==> config.mk <==
export PLATFORM = sky130hd
export DESIGN_NAME = dtmf_digit_output
export DESIGN_NICKNAME = d
export VERILOG_FILES = /design/src/timebase_div.v /design/src/dtmf_digit_output.v
export VERILOG_INCLUDE_DIRS = /design/src /design/src/src
export SDC_FILE = /design/constraint.sdc
export NUM_CORES = 1
export LEC_CHECK = 0
export BUFFER_PORTS_ARGS = -buffer_cell sky130_fd_sc_hd__buf_2
export CELL_PAD_IN_SITES_DETAIL_PLACEMENT = 1
export CELL_PAD_IN_SITES_GLOBAL_PLACEMENT = 1
export CORE_UTILIZATION = 43
export DETAILED_ROUTE_END_ITERATION = 10
export PLACE_DENSITY_LB_ADDON = 0.1
export SLEW_MARGIN = 20
export SYNTH_ARGS = -nofsm -noshare
export SYNTH_HDL_FRONTEND = slang
export SYNTH_SLANG_ARGS = --single-unit
==> constraint.sdc <==
create_clock -name aclk -period 3.35 [get_ports aclk]
set_clock_uncertainty 0.1 [all_clocks]
set_input_delay 0.5025 -clock aclk [delete_from_list [all_inputs] [get_ports aclk]]
set_output_delay 0.5025 -clock aclk [all_outputs]
set_load 0.005 [all_outputs]
==> src/dtmf_out_defs.vh <==
`ifndef DTMF_OUT_DEFS_VH
`define DTMF_OUT_DEFS_VH

// clock and timing
`define CLK_PERIOD_NS      4
`define TONE_DEADLINE_NS   40000000
`define TONE_DEADLINE_CYC  (`TONE_DEADLINE_NS / `CLK_PERIOD_NS)
`define STROBE_DELAY_NS    7000
`define STROBE_DELAY_CYC   ((`STROBE_DELAY_NS + `CLK_PERIOD_NS - 1) / `CLK_PERIOD_NS)
`define TB_DIVIDE          8

// register byte offsets
`define REG_CTRL           8'h00
`define REG_STATUS         8'h04
`define REG_INT_STAT       8'h08
`define REG_INT_MASK       8'h0C
`define REG_TB_COUNT       8'h10

// control fields and reset value
`define CTRL_HEX_BIT       0
`define CTRL_OE_BIT        1
`define CTRL_RESET         2'h3

// status fields
`define STAT_CODE_LSB      0
`define STAT_STROBE_BIT    4
`define STAT_TONE_BIT      5

// interrupt fields
`define INT_DIGIT_BIT      0
`define INT_PAUSE_BIT      1

// axi responses
`define RESP_OKAY          2'h0
`define RESP_SLVERR        2'h2

`endif

==> src/timebase_div.v <==
`timescale 1ns/1ps
`include "dtmf_out_defs.vh"

module timebase_div
(
	// clock and reset
	input  wire aclk,
	input  wire aresetn,
	// oscillator pins
	input  wire oscillator_select,
	input  wire crystal_input,
	output reg  crystal_output,
	// alternate time base pin
	input  wire atb_in,
	output reg  atb_out,
	output reg  atb_oe,
	// time base event
	output reg  tb_tick
);

	localparam integer HALF_FULL = (`TB_DIVIDE / 2) - 1;
	localparam [1:0]   HALF_LIM  = HALF_FULL[1:0];

	reg       xin_prev_q;
	reg       atb_prev_q;
	reg [1:0] div_q;
	wire      xin_rise;
	wire      atb_rise;

	assign xin_rise = crystal_input & ~xin_prev_q;
	assign atb_rise = atb_in & ~atb_prev_q;

	always @(posedge aclk)
	begin
		if (!aresetn)
		begin
			xin_prev_q     <= 1'b0;
			atb_prev_q     <= 1'b0;
			div_q          <= 2'h0;
			atb_out        <= 1'b0;
			atb_oe         <= 1'b0;
			tb_tick        <= 1'b0;
			crystal_output <= 1'b0;
		end
		else
		begin
			xin_prev_q <= crystal_input;
			atb_prev_q <= atb_in;
			// pin turns into an input while the select is low
			atb_oe     <= oscillator_select;
			// crystal output only feeds the resonator, never other loads
			crystal_output <= oscillator_select & ~crystal_input;
			if (oscillator_select)
			begin
				tb_tick <= xin_rise;
				if (xin_rise)
				begin
					// toggle every four edges gives one eighth
					if (div_q == HALF_LIM)
					begin
						div_q   <= 2'h0;
						atb_out <= ~atb_out;
					end
					else
						div_q <= div_q + 2'h1;
				end
			end
			else
			begin
				// foreign divided clock is the time base
				tb_tick <= atb_rise;
				div_q   <= 2'h0;
				atb_out <= 1'b0;
			end
		end
	end

endmodule

==> src/dtmf_digit_output.v <==
`timescale 1ns/1ps
`include "dtmf_out_defs.vh"

module dtmf_digit_output
#(
	parameter DETECT_CYC = `TONE_DEADLINE_CYC
)
(
	// clock and reset
	input  wire        aclk,
	input  wire        aresetn,
	// tone detector
	input  wire        tone_pair,
	input  wire [3:0]  key_index,
	// digit port
	output reg         code_bit3,
	output reg         code_bit2,
	output reg         code_bit1,
	output reg         code_bit0,
	output reg         code_oe,
	output reg         tone_valid_strobe,
	input  wire        strobe_clear_input,
	// oscillator pins
	input  wire        oscillator_select,
	input  wire        crystal_input,
	output wire        crystal_output,
	input  wire        atb_in,
	output wire        atb_out,
	output wire        atb_oe,
	// interrupt
	output reg         irq,
	// axi4-lite write address
	input  wire [7:0]  s_axi_awaddr,
	input  wire        s_axi_awvalid,
	output reg         s_axi_awready,
	// axi4-lite write data
	input  wire [31:0] s_axi_wdata,
	input  wire [3:0]  s_axi_wstrb,
	input  wire        s_axi_wvalid,
	output reg         s_axi_wready,
	// axi4-lite write response
	output reg  [1:0]  s_axi_bresp,
	output reg         s_axi_bvalid,
	input  wire        s_axi_bready,
	// axi4-lite read address
	input  wire [7:0]  s_axi_araddr,
	input  wire        s_axi_arvalid,
	output reg         s_axi_arready,
	// axi4-lite read data
	output reg  [31:0] s_axi_rdata,
	output reg  [1:0]  s_axi_rresp,
	output reg         s_axi_rvalid,
	input  wire        s_axi_rready
);

	localparam integer QUAL_FULL   = DETECT_CYC - 2;
	localparam integer STROBE_FULL = `STROBE_DELAY_CYC - 1;
	localparam [23:0]  QUAL_LIM    = QUAL_FULL[23:0];
	localparam [23:0]  STROBE_LIM  = STROBE_FULL[23:0];

	localparam [4:0] ST_IDLE    = 5'h01;
	localparam [4:0] ST_QUAL    = 5'h02;
	localparam [4:0] ST_SETTLE  = 5'h04;
	localparam [4:0] ST_HOLD    = 5'h08;
	localparam [4:0] ST_CLEARED = 5'h10;

	reg  [4:0]  state_q;
	reg  [23:0] cnt_q;
	reg  [23:0] gap_q;
	reg  [3:0]  key_q;
	reg  [1:0]  ctrl_q;
	reg  [1:0]  int_stat_q;
	reg  [1:0]  int_mask_q;
	reg  [15:0] tb_count_q;
	reg         digit_ev;
	reg         pause_ev;
	reg  [3:0]  hex_code;
	reg         aw_held_q;
	reg  [7:0]  aw_addr_q;
	reg         w_held_q;
	reg  [31:0] w_data_q;
	reg  [3:0]  w_strb_q;
	wire        tb_tick;
	wire        wr_go;
	wire [1:0]  w1c;

	timebase_div u_timebase
	(
		.aclk              (aclk),
		.aresetn           (aresetn),
		.oscillator_select (oscillator_select),
		.crystal_input     (crystal_input),
		.crystal_output    (crystal_output),
		.atb_in            (atb_in),
		.atb_out           (atb_out),
		.atb_oe            (atb_oe),
		.tb_tick           (tb_tick)
	);

	// key order: digits 0-9, star, hash, A, B, C, D
	always @*
	begin
		hex_code = key_index;
		if (ctrl_q[`CTRL_HEX_BIT])
		begin
			case (key_index)
				4'h0:    hex_code = 4'hA;
				4'hA:    hex_code = 4'hB;
				4'hB:    hex_code = 4'hC;
				4'hC:    hex_code = 4'hD;
				4'hD:    hex_code = 4'hE;
				4'hE:    hex_code = 4'hF;
				4'hF:    hex_code = 4'h0; // tone D shares the pause code
				default: hex_code = key_index;
			endcase
		end
	end

	// tone sequencer
	always @(posedge aclk)
	begin
		if (!aresetn)
		begin
			state_q           <= ST_IDLE;
			cnt_q             <= 24'h000000;
			gap_q             <= 24'h000000;
			key_q             <= 4'h0;
			code_bit3         <= 1'b0;
			code_bit2         <= 1'b0;
			code_bit1         <= 1'b0;
			code_bit0         <= 1'b0;
			tone_valid_strobe <= 1'b0;
			digit_ev          <= 1'b0;
			pause_ev          <= 1'b0;
		end
		else
		begin
			digit_ev <= 1'b0;
			pause_ev <= 1'b0;
			// pause qualification runs while a digit is shown
			if (tone_pair || state_q == ST_IDLE || state_q == ST_QUAL)
				gap_q <= 24'h000000;
			else
				gap_q <= gap_q + 24'h000001;
			case (state_q)
				ST_IDLE:
				begin
					if (tone_pair)
					begin
						state_q <= ST_QUAL;
						cnt_q   <= 24'h000000;
						key_q   <= hex_code;
					end
				end
				ST_QUAL:
				begin
					cnt_q <= cnt_q + 24'h000001;
					if (!tone_pair)
						state_q <= ST_IDLE;
					else if (hex_code != key_q)
					begin
						// a changing pair restarts qualification
						cnt_q <= 24'h000000;
						key_q <= hex_code;
					end
					else if (cnt_q >= QUAL_LIM)
					begin
						// code driven before the deadline
						{code_bit3, code_bit2, code_bit1, code_bit0} <= key_q;
						state_q <= ST_SETTLE;
						cnt_q   <= 24'h000000;
					end
				end
				ST_SETTLE:
				begin
					cnt_q <= cnt_q + 24'h000001;
					if (strobe_clear_input)
						state_q <= ST_CLEARED;
					else if (cnt_q >= STROBE_LIM)
					begin
						// code is already stable when the strobe rises
						tone_valid_strobe <= 1'b1;
						digit_ev          <= 1'b1;
						state_q           <= ST_HOLD;
					end
				end
				ST_HOLD:
				begin
					if (strobe_clear_input)
					begin
						tone_valid_strobe <= 1'b0;
						state_q           <= ST_CLEARED;
					end
					// strobe kept while the pair stays present
				end
				ST_CLEARED:
				begin
					// same tone continuing never re-raises the strobe
					tone_valid_strobe <= 1'b0;
				end
				default:
				begin
					state_q           <= ST_IDLE;
					tone_valid_strobe <= 1'b0;
				end
			endcase
			if ((state_q == ST_SETTLE || state_q == ST_HOLD ||
			     state_q == ST_CLEARED) && !tone_pair && gap_q >= QUAL_LIM)
			begin
				// valid pause clears code and strobe
				{code_bit3, code_bit2, code_bit1, code_bit0} <= 4'h0;
				tone_valid_strobe <= 1'b0;
				pause_ev          <= 1'b1;
				state_q           <= ST_IDLE;
			end
		end
	end

	// axi write path: address and data taken in either order
	assign wr_go = aw_held_q & w_held_q & ~s_axi_bvalid;
	assign w1c   = (wr_go && aw_addr_q == `REG_INT_STAT && w_strb_q[0]) ?
	               w_data_q[1:0] : 2'h0;

	always @(posedge aclk)
	begin
		if (!aresetn)
		begin
			aw_held_q     <= 1'b0;
			aw_addr_q     <= 8'h00;
			w_held_q      <= 1'b0;
			w_data_q      <= 32'h00000000;
			w_strb_q      <= 4'h0;
			s_axi_awready <= 1'b0;
			s_axi_wready  <= 1'b0;
			s_axi_bvalid  <= 1'b0;
			s_axi_bresp   <= `RESP_OKAY;
			ctrl_q        <= `CTRL_RESET;
			int_mask_q    <= 2'h0;
		end
		else
		begin
			s_axi_awready <= ~aw_held_q & ~s_axi_awready & s_axi_awvalid;
			s_axi_wready  <= ~w_held_q & ~s_axi_wready & s_axi_wvalid;
			if (s_axi_awvalid && s_axi_awready)
			begin
				aw_held_q <= 1'b1;
				aw_addr_q <= s_axi_awaddr;
			end
			if (s_axi_wvalid && s_axi_wready)
			begin
				w_held_q <= 1'b1;
				w_data_q <= s_axi_wdata;
				w_strb_q <= s_axi_wstrb;
			end
			if (s_axi_bvalid && s_axi_bready)
				s_axi_bvalid <= 1'b0;
			if (wr_go)
			begin
				aw_held_q    <= 1'b0;
				w_held_q     <= 1'b0;
				s_axi_bvalid <= 1'b1;
				s_axi_bresp  <= `RESP_OKAY;
				case (aw_addr_q)
					`REG_CTRL:
						if (w_strb_q[0])
							ctrl_q <= w_data_q[1:0];
					`REG_INT_MASK:
						if (w_strb_q[0])
							int_mask_q <= w_data_q[1:0];
					`REG_STATUS, `REG_INT_STAT, `REG_TB_COUNT:
						s_axi_bresp <= `RESP_OKAY;
					default:
						s_axi_bresp <= `RESP_SLVERR;
				endcase
			end
		end
	end

	// sticky events, interrupt and time base monitor
	always @(posedge aclk)
	begin
		if (!aresetn)
		begin
			int_stat_q <= 2'h0;
			irq        <= 1'b0;
			tb_count_q <= 16'h0000;
			code_oe    <= 1'b0;
		end
		else
		begin
			// a new event wins over a clear in the same cycle
			int_stat_q <= (int_stat_q & ~w1c) | {pause_ev, digit_ev};
			irq        <= |(int_stat_q & int_mask_q);
			// released code bits leave a shared bus free
			code_oe    <= ctrl_q[`CTRL_OE_BIT];
			if (tb_tick)
				tb_count_q <= tb_count_q + 16'h0001;
		end
	end

	// axi read path
	always @(posedge aclk)
	begin
		if (!aresetn)
		begin
			s_axi_arready <= 1'b0;
			s_axi_rvalid  <= 1'b0;
			s_axi_rdata   <= 32'h00000000;
			s_axi_rresp   <= `RESP_OKAY;
		end
		else
		begin
			s_axi_arready <= ~s_axi_arready & ~s_axi_rvalid & s_axi_arvalid;
			if (s_axi_rvalid && s_axi_rready)
				s_axi_rvalid <= 1'b0;
			if (s_axi_arvalid && s_axi_arready)
			begin
				s_axi_rvalid <= 1'b1;
				s_axi_rresp  <= `RESP_OKAY;
				s_axi_rdata  <= 32'h00000000;
				case (s_axi_araddr)
					`REG_CTRL:
						s_axi_rdata[1:0] <= ctrl_q;
					`REG_STATUS:
						s_axi_rdata[5:0] <= {tone_pair, tone_valid_strobe,
						                     code_bit3, code_bit2,
						                     code_bit1, code_bit0};
					`REG_INT_STAT:
						s_axi_rdata[1:0] <= int_stat_q;
					`REG_INT_MASK:
						s_axi_rdata[1:0] <= int_mask_q;
					`REG_TB_COUNT:
						s_axi_rdata[15:0] <= tb_count_q;
					default:
						s_axi_rresp <= `RESP_SLVERR;
				endcase
			end
		end
	end

endmodule

==> impl_metrics.py <==
metrics = {
    "timing": {
        "slew_headroom_pct": 38.4,
        "setup_viol": 0,
        "slew_violations": 0,
        "tightest_slew_ps": 921,
        "finalHoldViolCount": 0,
        "fin_setup_tns_ps": 0,
        "rsz0062_at_grt": "no",
        "period_share_pct": 79.1,
        "max_freq_mhz": 377,
        "fin_crit_ps": 2650,
    },
    "floorplan": {
        "dieArea_sq_um": 15200,
        "die_x_microns": 123,
        "pin_count": 119,
        "initial_utilization_pct": 44.8,
        "die_h_microns": 123,
        "rows": 43,
        "core_area_sq_um": 14100,
    },
    "flow_run": {
        "max_cap_viol_count": 0,
    },
    "yosys": {
        "synth.distinct_cells": 64,
        "syn_area_per_cell_sq_um": 8.73,
        "synth_enable_flop_cells": 0,
        "postSynth.asyncResetShare_pct": 0,
        "syn_area_sq_um": 6320,
        "ys_ff_latch": 132,
        "ys_seq_area_share_pct": 41.8,
        "ys.flop_type": "dfxtp_1",
        "netlist_instances": 724,
        "synth_warnings": 0,
    },
    "grt": {
        "first_global_vias": 5314,
        "grtUsageTotal_pct": 20.9,
        "grt_pass1_wl_microns": 24800,
        "overflow": 0,
        "grt_max_degree": 65,
        "antenna_found_initial": 0,
    },
    "cts": {
        "clockBufferDepth": 2,
        "cts_hold_buffers": 0,
        "path_clk_slew_ps": 50,
        "htreeDepth": 4,
        "cts-resized-gates": 0,
        "cts_root_buf": "clkbuf_16",
        "cts_sinks": 132,
        "insertion_delay_ps": 420,
        "cts_buffers": 17,
        "cts_tree": "done",
        "postCtsSetupRepairBufs": 0,
    },
    "critical_path": {
        "cp_num_buf_inv": 0,
        "crit_fanout": 12,
        "crit_type": "register to register",
        "crit_path_end_kind": "register",
        "cp-start-kind": "register",
        "cp.required_ps": 3610,
        "critPathTopFamily": "simple AND/OR/NAND/NOR gates",
        "slowest_stage": "nor4b_1",
        "crit_arrival_ps": 2910,
        "worstPathCellList": "and2b_2 > nor4b_1 > nand2_1 > o21ai_1 > mux2i_1 > and2_1",
        "max_stage_delay_ps": 660,
    },
    "layout": {
        "syn2layout_area_growth_pct": 14.1,
        "most-common-layout-cells": "132 x dfxtp_1, 94 x nor2_1, 72 x nand2_1, 67 x buf_2, 47 x nand3_1",
        "final_common_cell": "dfxtp_1",
        "final_layout_size_suffix_gt1_share_pct": 14.7,
        "num_antenna_cells": 0,
        "layout.nets": 860,
    },
    "detailed_routing": {
        "routed_wl_microns": 14900,
        "drtIter0Drc": 283,
        "viasPerCell": 5.38,
        "vias": 5259,
        "antenna_left": 0,
        "remaining_drc_errors": 0,
        "detail_route.first_pass.iterations": 4,
        "avgRoutedWirePerCell_microns": 15.2,
    },
    "placement": {
        "hpwl_microns": 10700,
        "io_buffers": 67,
        "gp_congestion": 0.789,
    },
    "outcome": {
        "status": "completed",
    },
    "power_and_ir_drop": {
        "p_total_mw": 3.91,
        "p_leak_nw": 2.85,
        "ir_worst_vdd_mv": 0.345,
        "p_per_area_nw_per_um2": 542,
    },
    "hold_path": {
        "hold_class": "input pin to register",
    },
}
## report_power, final
part | switching, mW | internal, mW | leakage [nW]
clock network | 0.671 | 1.07 | 0.279
registers | 0.0711 | 1.62 | 1.07
logic | 0.283 | 0.197 | 1.50
total | 1.03 | 2.89 | 2.85
## Yosys cell counts, types with 2 or more instances
library cell	count	area, sq um
dfxtp_1	132	2640
nor2_1	94	353
nand2_1	72	270
nand3_1	47	235
xnor2_1	30	263
a21boi_0	28	210
xor2_1	27	236
and2_1	20	125
a21oi_1	19	95.1
clkbuf_1	19	71.3
buf_4	18	135
o21ai_0	18	90.1
nor3_1	17	85.1
mux2i_1	15	150
nand4_1	15	93.8
nor2b_1	14	87.6
and3_1	12	75.1
inv_1	11	41.3
nor3b_1	11	82.6
ha_1	8	100
a211oi_1	6	45.0
a221oi_1	6	52.6
or3_1	6	37.5
nand2b_1	5	31.3
o21a_1	5	37.5
a22oi_1	4	30.0
and4_1	4	35.0
buf_6	4	45.0
clkbuf_8	4	55.1
nor4_1	4	25.0
o211a_1	4	40.0
a22o_1	3	26.3
a31o_2	3	26.3
and2b_2	2	17.5
and3_2	2	15.0
mux4_2	2	45.0
nand4b_1	2	17.5
nor4b_1	2	17.5
nor4bb_1	2	20.0
o311a_1	2	20.0
or4_1	2	15.0
## per-stage QoR
| step | hold WS, ps | cell area, sq um | util, % | instances | setup slack, ps |
|---|---|---|---|---|---|
| floorplan | 318 | 6380 | - | 741 | 1090 |
| global placement | 331 | 6660 | 47.2 | 945 | 628 |
| detailed placement | 341 | 6660 | 47.2 | 945 | 524 |
| CTS | 162 | 7210 | 51.2 | 977 | 709 |
| global route | 170 | 7210 | 51.2 | 977 | 448 |
| finish | 179 | 7210 | 51.2 | 977 | 699 |
## flip-flops by register name, summed over array words and instances, names as in the netlist, 2 cells and up
register / count
cnt_q: 24
gap_q: 24
s_axi_rdata: 16
tb_count_q: 16
aw_addr_q: 8
state_q: 5
key_q: 4
ctrl_q: 2
int_mask_q: 2
int_stat_q: 2
u_timebase.div_q: 2
w_data_q: 2
## layout make-up
class                   count  area (sq um)
clock inverters            10          81.3
multi-input cells         552          3390
repair buffers             70           358
clock buffers              22           474
flip-flops and latches    132          2640
fillers                  1697          6890
well taps                 180           225
inverters                  11          41.3
## cells by family after synthesis
logic type	share of synthesized area (%)
simple gates	27.2
flops	41.8
compound gates	12.8
xor+xnor	7.90
buf+inv	5.58
mux	3.09
fa+ha+maj	1.58
other cells	0.0593
## path summary, 6_finish.rpt
path                 startpoint                         to  slack (ps)  cells past startpoint
setup / recovery     state_q[1]                   key_q[3]         700                      6
hold / removal    crystal_input  u_timebase.crystal_output         180                      2
setup reg to reg     state_q[1]                   key_q[3]         700                      6
hold reg to reg    s_axi_rvalid              s_axi_arready         350                      1
## routing by layer
layer / vias to the layer above / track usage, % / part of all wire, %
li1: 2610 / - / -
met1: 2559 / 23.4 / 44
met2: 74 / 38.5 / 52
met3: 16 / 4.66 / 2.8
met4: 0 / 7.38 / 1.4
met5: - / 0 / 0
No activity file was read; power rests on OpenSTA's default activity.
